## config.mk

```make
export PLATFORM = sky130hd
export DESIGN_NAME = adcpr_top
export DESIGN_NICKNAME = d
export VERILOG_FILES = /design/src/include/adcpr_pkg.sv /design/src/hdl/adcpr_buf2.sv /design/src/hdl/adcpr_top.sv
export VERILOG_INCLUDE_DIRS = /design/src /design/src/include
export SDC_FILE = /design/constraint.sdc
export NUM_CORES = 1
export LEC_CHECK = 0
export BUFFER_PORTS_ARGS = -buffer_cell sky130_fd_sc_hd__clkbuf_2
export CAP_MARGIN = 20
export CORE_ASPECT_RATIO = 1.5
export CORE_UTILIZATION = 44
export CTS_BUF_LIST = sky130_fd_sc_hd__clkbuf_8
export CTS_CLUSTER_SIZE = 28
export DETAILED_ROUTE_END_ITERATION = 12
export GPL_TIMING_DRIVEN = 0
export MAX_ROUTING_LAYER = met4
export PLACE_DENSITY = 0.66
export SYNTH_ARGS = -nofsm -noshare
export SYNTH_HDL_FRONTEND = slang
export SYNTH_SLANG_ARGS = --single-unit
export TNS_END_PERCENT = 50
```

## constraint.sdc

```tcl
create_clock -name core_clk -period 4.9 [get_ports core_clk]
set_input_delay 0 -clock core_clk [delete_from_list [all_inputs] [get_ports core_clk]]
set_output_delay 0 -clock core_clk [all_outputs]
set_load 0.03 [all_outputs]
```

## src/include/adcpr_consts.svh

```systemverilog
// Constants of the parallel result readout: widths, timing counts, reset values.
// Assumes inclusion by bare name from the package and the design files.
`ifndef ADCPR_CONSTS_SVH
`define ADCPR_CONSTS_SVH

`define ADCPR_CODE_W         14
`define ADCPR_BYTE_W         8
`define ADCPR_HI_LSB         8
`define ADCPR_CLK_PERIOD_NS  4
`define ADCPR_T_CONV_MAX_NS  4700
`define ADCPR_CONV_MAX_CYC   (`ADCPR_T_CONV_MAX_NS / `ADCPR_CLK_PERIOD_NS)
`define ADCPR_CNT_W          11
`define ADCPR_EOC_N_RST      1'b1
`define ADCPR_REF_ON_RST     1'b0
`define ADCPR_MODE_RST       1'b0
`define ADCPR_OE_WIDE        14'h3fff
`define ADCPR_OE_BYTE        14'h00ff

`endif

```

## src/include/adcpr_pkg.sv

```systemverilog
// Types shared by the readout top and its result buffer.
// Assumes adcpr_consts.svh is on the include path.
`include "adcpr_consts.svh"

package adcpr_pkg;

  typedef logic [`ADCPR_CODE_W-1:0] adcpr_code_t;

  // Host-side pins, all asynchronous to core_clk
  typedef struct packed {
    logic sel_n;
    logic rd_conv;
    logic high_byte_sel;
    logic reset_pin;
  } adcpr_pins_t;

  // Three-state result bus: value and per-bit output enable
  typedef struct packed {
    adcpr_code_t oe;
    adcpr_code_t data;
  } adcpr_bus_t;

  typedef enum logic [4:0] {
    ADCPR_IDLE = 5'b00001,
    ADCPR_ACQ  = 5'b00010,
    ADCPR_CONV = 5'b00100,
    ADCPR_DONE = 5'b01000,
    ADCPR_READ = 5'b10000
  } adcpr_state_t;

endpackage

```

## src/hdl/adcpr_buf2.sv

```systemverilog
// Two-entry result buffer between the converter core and the host readout.
// Assumes both sides run on core_clk and follow valid/ready.
`timescale 1ns/1ps
`include "adcpr_consts.svh"

module adcpr_buf2 (
  input  wire logic                 core_clk,
  input  wire logic                 rst_n,
  input  wire logic                 flush,
  input  wire logic                 in_valid,
  output      logic                 in_ready,
  input  wire adcpr_pkg::adcpr_code_t in_data,
  output      logic                 out_valid,
  input  wire logic                 out_ready,
  output      adcpr_pkg::adcpr_code_t out_data
);
  import adcpr_pkg::*;

  adcpr_code_t mem_q [2];
  adcpr_code_t mem_d [2];
  logic        wr_q, wr_d;
  logic        rd_q, rd_d;
  logic [1:0]  cnt_q, cnt_d;
  logic        push, pop;

  assign in_ready  = (cnt_q != 2'd2);
  assign out_valid = (cnt_q != 2'd0);
  assign out_data  = mem_q[rd_q];
  assign push      = in_valid && in_ready;
  assign pop       = out_valid && out_ready;

  always_comb begin
    mem_d = mem_q;
    wr_d  = wr_q;
    rd_d  = rd_q;
    cnt_d = cnt_q;
    if (flush) begin
      wr_d  = 1'b0;
      rd_d  = 1'b0;
      cnt_d = 2'd0;
    end else begin
      if (push) begin
        mem_d[wr_q] = in_data;
        wr_d        = ~wr_q;
      end
      if (pop) begin
        rd_d = ~rd_q;
      end
      cnt_d = cnt_q + {1'b0, push} - {1'b0, pop};
    end
  end

  always_ff @(posedge core_clk or negedge rst_n) begin
    if (!rst_n) begin
      mem_q[0] <= '0;
      mem_q[1] <= '0;
      wr_q     <= 1'b0;
      rd_q     <= 1'b0;
      cnt_q    <= 2'd0;
    end else begin
      mem_q <= mem_d;
      wr_q  <= wr_d;
      rd_q  <= rd_d;
      cnt_q <= cnt_d;
    end
  end

endmodule

```

## src/hdl/adcpr_top.sv

```systemverilog
// Conversion sequencing and parallel result readout of the 14-bit converter.
// Assumes a converter core on core_clk that answers each hold_start with one code.
//
// Overview of operation
// - EOC flag goes low when a conversion result is ready.
// - Result bus stays high-impedance during acquisition and conversion.
// - Third strobe fall with read select high drives the result after a delay.
// - Strobe returning high releases the result bus.
// - After a read, wait for the next strobe fall before a new cycle.
// - Each result bit is a three-state driver with its own enable.
// - Wide variant drives 14 bits; byte variant drives eight bits.
// - Byte variant: low byte when byte select low, high byte when high.
// - Reset pin with strobe high puts the device into a known ready state.
// - After a reset pulse, the next strobe fall begins acquisition.
// - Result is straight unsigned binary, zero input gives all zeros.
// - First strobe fall with read select low wakes; with it high, ignored.
// - Second strobe fall ends acquisition, holds sample, starts conversion.
// - Conversion finishes within 4.7 us from hold to EOC falling.
// - Read select at second fall: low keeps reference on, high shuts down.
`timescale 1ns/1ps
`include "adcpr_consts.svh"

module adcpr_top #(
  parameter bit BYTE_WIDE = 1'b0
) (
  input  wire logic                   core_clk,
  input  wire logic                   rst_n,
  input  wire adcpr_pkg::adcpr_pins_t host_pins,
  output      logic                   eoc_n,
  output      adcpr_pkg::adcpr_bus_t  result_bus,
  output      logic                   hold_start,
  output      logic                   ref_on,
  input  wire logic                   sar_valid,
  output      logic                   sar_ready,
  input  wire adcpr_pkg::adcpr_code_t sar_data
);
  import adcpr_pkg::*;

  localparam int CONV_MAX = `ADCPR_CONV_MAX_CYC;

  // ----------------------------------------
  // Pin synchronisers and strobe edges
  // ----------------------------------------
  adcpr_pins_t pins_s1_q, pins_s2_q;
  logic        sel_n_s3_q;
  logic        sel_fall, sel_rise, rc, hbs, reset_lvl;

  always_ff @(posedge core_clk or negedge rst_n) begin
    if (!rst_n) begin
      pins_s1_q  <= '{sel_n: 1'b1, rd_conv: 1'b0, high_byte_sel: 1'b0, reset_pin: 1'b0};
      pins_s2_q  <= '{sel_n: 1'b1, rd_conv: 1'b0, high_byte_sel: 1'b0, reset_pin: 1'b0};
      sel_n_s3_q <= 1'b1;
    end else begin
      pins_s1_q  <= host_pins;
      pins_s2_q  <= pins_s1_q;
      sel_n_s3_q <= pins_s2_q.sel_n;
    end
  end

  assign sel_fall  = sel_n_s3_q && !pins_s2_q.sel_n;
  assign sel_rise  = !sel_n_s3_q && pins_s2_q.sel_n;
  assign rc        = pins_s2_q.rd_conv;
  assign hbs       = pins_s2_q.high_byte_sel;
  assign reset_lvl = pins_s2_q.reset_pin;

  // ----------------------------------------
  // Result buffer
  // ----------------------------------------
  logic        buf_valid, buf_pop, buf_flush;
  adcpr_code_t buf_data;

  adcpr_buf2 u_buf (
    .core_clk  (core_clk),
    .rst_n     (rst_n),
    .flush     (buf_flush),
    .in_valid  (sar_valid),
    .in_ready  (sar_ready),
    .in_data   (sar_data),       // Code passed unchanged: straight binary
    .out_valid (buf_valid),
    .out_ready (buf_pop),
    .out_data  (buf_data)
  );

  // Lane placement of the held code on the bus
  function automatic adcpr_code_t lane_data(input adcpr_code_t code, input logic hi);
    adcpr_code_t v;
    v = code;
    if (BYTE_WIDE) begin
      v = hi ? (code >> `ADCPR_HI_LSB) : (code & `ADCPR_OE_BYTE);
    end
    return v;
  endfunction

  // ----------------------------------------
  // Conversion cycle sequencer
  // ----------------------------------------
  adcpr_state_t          state_q, state_d;
  logic                  eoc_n_q, eoc_n_d;
  logic                  ref_on_q, ref_on_d;
  logic                  mode_q, mode_d;
  logic                  hold_q, hold_d;
  adcpr_bus_t            bus_q, bus_d;
  logic [`ADCPR_CNT_W-1:0] cnt_q, cnt_d;

  always_comb begin
    state_d   = state_q;
    eoc_n_d   = eoc_n_q;
    ref_on_d  = ref_on_q;
    mode_d    = mode_q;
    hold_d    = 1'b0;
    buf_pop   = 1'b0;
    buf_flush = 1'b0;
    cnt_d     = (state_q == ADCPR_CONV) ? cnt_q + 1'b1 : '0;
    if (reset_lvl) begin
      state_d   = ADCPR_IDLE;
      eoc_n_d   = 1'b1;
      buf_flush = 1'b1;
    end else begin
      case (state_q)
        ADCPR_IDLE: begin
          if (sel_fall && !rc) begin
            state_d  = ADCPR_ACQ;
            eoc_n_d  = 1'b1;
            ref_on_d = 1'b1;
          end
        end
        ADCPR_ACQ: begin
          if (sel_fall) begin
            state_d   = ADCPR_CONV;
            mode_d    = rc;
            hold_d    = 1'b1;
            // Drop a code left over from a conversion cut short by the reset pin
            buf_flush = 1'b1;
          end
        end
        ADCPR_CONV: begin
          if (buf_valid) begin
            state_d = ADCPR_DONE;
            eoc_n_d = 1'b0;
            if (mode_q) begin
              ref_on_d = 1'b0;
            end
          end
        end
        ADCPR_DONE: begin
          if (sel_fall && rc) begin
            state_d = ADCPR_READ;
          end
        end
        ADCPR_READ: begin
          if (sel_rise) begin
            state_d = ADCPR_IDLE;
            buf_pop = 1'b1;
          end
        end
        default: begin
          state_d = ADCPR_IDLE;
        end
      endcase
    end
    // Bus drives only while reading; dark in all other phases
    bus_d.oe   = '0;
    bus_d.data = '0;
    if (state_d == ADCPR_READ) begin
      bus_d.oe   = BYTE_WIDE ? `ADCPR_OE_BYTE : `ADCPR_OE_WIDE;
      bus_d.data = lane_data(buf_data, hbs);
    end
  end

  always_ff @(posedge core_clk or negedge rst_n) begin
    if (!rst_n) begin
      state_q  <= ADCPR_IDLE;
      eoc_n_q  <= `ADCPR_EOC_N_RST;
      ref_on_q <= `ADCPR_REF_ON_RST;
      mode_q   <= `ADCPR_MODE_RST;
      hold_q   <= 1'b0;
      bus_q    <= '0;
      cnt_q    <= '0;
    end else begin
      state_q  <= state_d;
      eoc_n_q  <= eoc_n_d;
      ref_on_q <= ref_on_d;
      mode_q   <= mode_d;
      hold_q   <= hold_d;
      bus_q    <= bus_d;
      cnt_q    <= cnt_d;
    end
  end

  assign eoc_n      = eoc_n_q;
  assign result_bus = bus_q;
  assign hold_start = hold_q;
  assign ref_on     = ref_on_q;

  // ----------------------------------------
  // Assertions
  // ----------------------------------------
  property p_eoc_low_done;
    @(posedge core_clk) disable iff (!rst_n)
      (state_q == ADCPR_DONE || state_q == ADCPR_READ) |-> !eoc_n;
  endproperty
  a_eoc_low_done: assert property (p_eoc_low_done)
    else $error("EOC not low while result is ready");

  property p_bus_dark;
    @(posedge core_clk) disable iff (!rst_n)
      (state_q inside {ADCPR_IDLE, ADCPR_ACQ, ADCPR_CONV}) |-> (result_bus.oe == '0);
  endproperty
  a_bus_dark: assert property (p_bus_dark)
    else $error("Result bus driven outside a read");

  property p_read_drive;
    @(posedge core_clk) disable iff (!rst_n)
      (state_q == ADCPR_DONE && sel_fall && rc && !reset_lvl)
        |=> (result_bus.oe != '0) && (result_bus.data == lane_data(buf_data, $past(hbs)));
  endproperty
  a_read_drive: assert property (p_read_drive)
    else $error("Third strobe fall did not drive the result");

  property p_release;
    @(posedge core_clk) disable iff (!rst_n)
      (state_q == ADCPR_READ && sel_rise) |=> (result_bus.oe == '0) ##1 (result_bus.oe == '0);
  endproperty
  a_release: assert property (p_release)
    else $error("Bus not released after strobe rise");

  property p_wait_fall;
    @(posedge core_clk) disable iff (!rst_n)
      (state_q == ADCPR_IDLE && !sel_fall) |=> (state_q == ADCPR_IDLE);
  endproperty
  a_wait_fall: assert property (p_wait_fall)
    else $error("New cycle began without a strobe fall");

  property p_byte_lanes;
    @(posedge core_clk) disable iff (!rst_n)
      (state_q == ADCPR_READ)
        |-> (result_bus.oe == (BYTE_WIDE ? `ADCPR_OE_BYTE : `ADCPR_OE_WIDE));
  endproperty
  a_byte_lanes: assert property (p_byte_lanes)
    else $error("Wrong set of result lanes enabled");

  property p_reset_idle;
    @(posedge core_clk) disable iff (!rst_n)
      reset_lvl |=> (state_q == ADCPR_IDLE) && eoc_n && !buf_valid;
  endproperty
  a_reset_idle: assert property (p_reset_idle)
    else $error("Reset pin did not restore a known state");

  property p_ignore_wake;
    @(posedge core_clk) disable iff (!rst_n)
      (state_q == ADCPR_IDLE && sel_fall && rc) |=> (state_q == ADCPR_IDLE) && !hold_start;
  endproperty
  a_ignore_wake: assert property (p_ignore_wake)
    else $error("Wake taken with read select high");

  property p_hold;
    @(posedge core_clk) disable iff (!rst_n)
      (state_q == ADCPR_ACQ && sel_fall && !reset_lvl)
        |=> hold_start && (state_q == ADCPR_CONV) && (mode_q == $past(rc)) ##1 !hold_start;
  endproperty
  a_hold: assert property (p_hold)
    else $error("Second strobe fall did not start conversion");

  property p_conv_time;
    @(posedge core_clk) disable iff (!rst_n)
      (state_q == ADCPR_CONV) |-> (int'(cnt_q) < CONV_MAX);
  endproperty
  a_conv_time: assert property (p_conv_time)
    else $error("Conversion exceeded its longest time");

  property p_eoc_rise;
    @(posedge core_clk) disable iff (!rst_n)
      (state_q == ADCPR_IDLE && sel_fall && !rc && !reset_lvl) |=> eoc_n && ref_on;
  endproperty
  a_eoc_rise: assert property (p_eoc_rise)
    else $error("EOC not raised at start of a cycle");

endmodule

```

==> summary.md <==
| Metric | Value |
|---|---|
| Status | finished clean |
| Port Buffer Count | 51 |
| Final setup margin | 2310 ps |
| Int Power | 940 uW |
| Initial antenna violation count | 0 |
| Die H | 99.9 microns |
| Hold EP | u_buf.mem_q[0]$_DFFE_PN0P_ |
| Clock latency on the worst-skew pair | 330 ps |
| TritonCTS clock tree | done |
| Startpoint Class | flip-flop |
| Asr flop ratio synth | 100% |
| Worst clock skew | 6.05 ps |
| Top delay family on crit path | simple AND/OR/NAND/NOR gates |
| Syn nets | 236 |
| Final hold vios | 0 |
| Synth top area cells | dfrtp_1, mux2_4, mux2i_1 |
| Combinational Power Share | 17.3% |
| GRT Residual Overflow | 0 |
| Post-layout min period | 2590 ps |
| Wire length per cell | 13.6 microns |
| Post-synth EDFFs | 0 |
| Netlist cell types | 40 |
| Number of max-cap violations | 0 |
| Hold Path Class | in -> reg |
| Initial Util | 45.8% |
| RSZ-0062 raised after global routing | false |
| Clock root buffer | clkbuf_8 |
| First-pass GRT wire length | 8340 microns |
| Post-Syn Area | 2810 sq um |
| # IOs | 53 |
| Synthesis Warnings | 0 |
| Die Wd | 67.2 microns |
| Ratio of cells with drive above 1 in the final layout | 39.3% |
| Cells along the critical path | or3_1, nor4_1, and2_1, ha_1, inv_1, ha_1, xor2_1, xnor2_1, nor3_1 |
| Part of the power in registers | 53.2% |
| Slew headroom | 44.9% |
| WS Path Type | reg -> reg |
| NetSw | 311 uW |
| Pwr per Cell Area | 357 nW/um^2 |
| Antenna Cells | 0 |
| Worst EP required | 5100 ps |
| HPWL after DPL | 3410 microns |
| Deepest clock path buffer count | 2 |
| Final GP Congestion | 0.853 |
| Critical R2R Capture | u_buf.cnt_q[1]$_DFF_PN0_ |
| Most numerous cell on the critical path | ha_1 |
| Row count | 35 |
| Total GRT Usage | 17.6% |
| Hold path cells | 3 |
| CTS Sinks | 63 |
| Sequential share of the synthesized area | 56.3% |
| DRC viols | 0 |
| Synth Register Bits | 63 |
| Critical Path Stages | 9 |
| Final Max Tran Viols | 0 |
| Fillers | 542 |
| Maximum operating frequency | 387 MHz |
| Measured slew at the worst slew-check pin | 827 ps |
| Die area | 6710 sq um |
| WP data arrival | 2790 ps |
| Crit. End Element | flip-flop |
| Worst-path clk slew | 70 ps |
| Vias in the first global route | 1829 |
| Synth top area share | 51.7% |
| Synthesized area per cell | 13.2 sq um |
| Via count | 1840 |
| Synth Instances | 213 |
| Vias per std cell | 4.95 |
| Buf/Inv on CP | 1 |
| Crit path max fanout | 6 |
| Worst reg-to-reg setup slack | 2310 ps |
| Worst slack at placement | 2400 ps |
| Starting DRC count in detailed routing | 47 |
| # setup viols final | 0 |
| Final TNS setup | 0 ps |
| Proportion of power drawn by the clock network | 29.5% |
| Sequential Area | 1580 sq um |
| Multi-input gate area | 1050 sq um |
| CTS buffer count | 9 |
| Largest net degree at the start of global routing | 64 |
| Max IR drop VDD | 0.000233 V |
| Switching share of power | 24.8% |
| Core area | 6130 sq um |
| Slowest stage delay, CP | 600 ps |
| RR Startpoint | state_q[1]$_DFF_PN0_ |
| Detail Route Antenna Nets | 0 |
| Hold_sp | sar_valid |
| Area growth syn-to-layout | 24.6% |
| 1st-pass router iterations | 3 |
| Total Wirelength | 5050 microns |
| R2R depth | 9 |
| CP max-delay cell | nor4_1 |
| Static Leakage | 0.00174 uW |
| Cell accounting for the most synthesized area | dfrtp_1 |
| Final worst path period share | 52.8% |
| Number of H-tree levels | 3 |
| Predominant post-synthesis flop cell | dfrtp_1 |
| Final net count | 316 |
[sequential cells by signal, indices dropped and copies added, names as in the netlist]
name         cells
eoc_n            1
hold_start       1
mode_q           1
pins_s1_q        3
pins_s2_q        1
rc               1
ref_on           1
reset_lvl        1
result_bus      15
sel_n_s3_q       1
state_q          5
u_buf.cnt_q      2
u_buf.mem_q     28
u_buf.rd_q       1
u_buf.wr_q       1
[metrics by stage]
| step | area (sq um) | util, % | hold WS [ps] | std cells | power [uW] |
|---|---|---|---|---|---|
| floorplan | 2810 | - | -296 | 213 | 827 |
| global placement | 3160 | 51.5 | 89.1 | 338 | 872 |
| detailed placement | 3160 | 51.5 | 91.5 | 338 | 881 |
| CTS | 3500 | 57.1 | 80.8 | 372 | 1260 |
| global route | 3500 | 57.1 | 85.9 | 372 | 1310 |
| finish | 3500 | 57.1 | 87.0 | 372 | 1250 |
[synth_stat cells (all sizes together), types with 2 or more instances]
master,n
clkbuf,3
inv,6
a21oi,6
and2,2
buf,17
o21ai,6
ha,2
nor3,7
xor2,4
dfstp,5
nor4,3
or3,2
nand4,2
mux2,29
mux2i,14
xnor2,2
nand2b,7
nand2,3
dfrtp,58
nor2,22
[layer usage]
metal / vias to the layer above / wire length, microns / part of all wire [%] / global-route usage [%]
met1: 906 / 2170 / 43 / 20.4
met4: 0 / 161 / 3.2 / 10.1
met5: - / 0 / 0 / -
li1: 877 / - / - / -
met3: 14 / 181 / 3.6 / 4.20
met2: 43 / 2540 / 50 / 27.3
[area by class of cell]
class                      count  area share [%]
buffer                        20            4.47
tap                           74            2.64
sequential                    63            45.2
clock buffer                  10            3.93
multi-input combinational    124            29.9
inverter                       6           0.643
timing repair buffer          69            12.5
clock inverter                 6           0.679
[cells by family (layout without fill, tap and decap cells)]
family | count (synthesis) | count (layout) | share of synthesized area [%]
AO/OA/AOI/OAI | 19 | 19 | 4.14
XOR/XNOR | 6 | 6 | 1.87
adder cells (fa/ha/maj) | 2 | 2 | 0.891
buffers and inverters | 26 | 111 | 6.37
flip-flops | 63 | 63 | 56.3
multiplexers | 43 | 43 | 19.3
AND/OR/NAND/NOR | 54 | 54 | 11.1
[timing repair]
item / 4_1_cts / 5_1_grt
endpoints found under the hold margin: 89 / 0
setup buffers: 0 / 0
gates resized for setup: 0 / 0
hold buffers: 18 / 0
[worst max-delay path by stage]
stage               slack, ps                  from                        to
global placement         2350  state_q[1]$_DFF_PN0_  u_buf.cnt_q[1]$_DFF_PN0_
global route             2190  state_q[1]$_DFF_PN0_  u_buf.cnt_q[1]$_DFF_PN0_
CTS                      2310  state_q[1]$_DFF_PN0_  u_buf.cnt_q[1]$_DFF_PN0_
detailed placement       2400  state_q[1]$_DFF_PN0_  u_buf.cnt_q[1]$_DFF_PN0_
floorplan                2710  state_q[1]$_DFF_PN0_  u_buf.cnt_q[1]$_DFF_PN0_
finish                   2310  state_q[1]$_DFF_PN0_  u_buf.cnt_q[1]$_DFF_PN0_
[cells in the final DEF, fill, tap and decap left out, drive strengths merged]
cell          n
xor2          4
o31a          1
dlygate4sd3  18
nand4         2
nand2b        7
dfrtp        58
a21boi        1
nor2         22
o21bai        1
o2111ai       1
mux2         29
nor3b         1
o21ai         6
o211ai        1
or3           2
mux2i        14
xnor2         2
and3          1
a21oi         6
nand3         1
nor3          7
nor2b         1
dfstp         5
buf          17
and2          2
clkinv        1
nor4          3
nand3b        1
o211a         1
nand2         3
o22ai         1
or3b          1
clkbuf       64
inv          11
ha            2
[worst reg2reg max path, delay by kind of cell, from the launching register on]
family	cells	cell delay (ps)
XOR/XNOR	2	310
flip-flops	1	430
AND/OR/NAND/NOR	4	1290
adder cells (fa/ha/maj)	2	370
buffers and inverters	1	50
[power by group through the flow]
stage,Sequential (uW),Clock [uW],Combinational (uW)
detailed placement,674,0,208
floorplan,661,0,165
global placement,671,0,201
global route,677,399,237
finish,666,369,216
CTS,665,379,219
(Power assumes the default switching activity.)
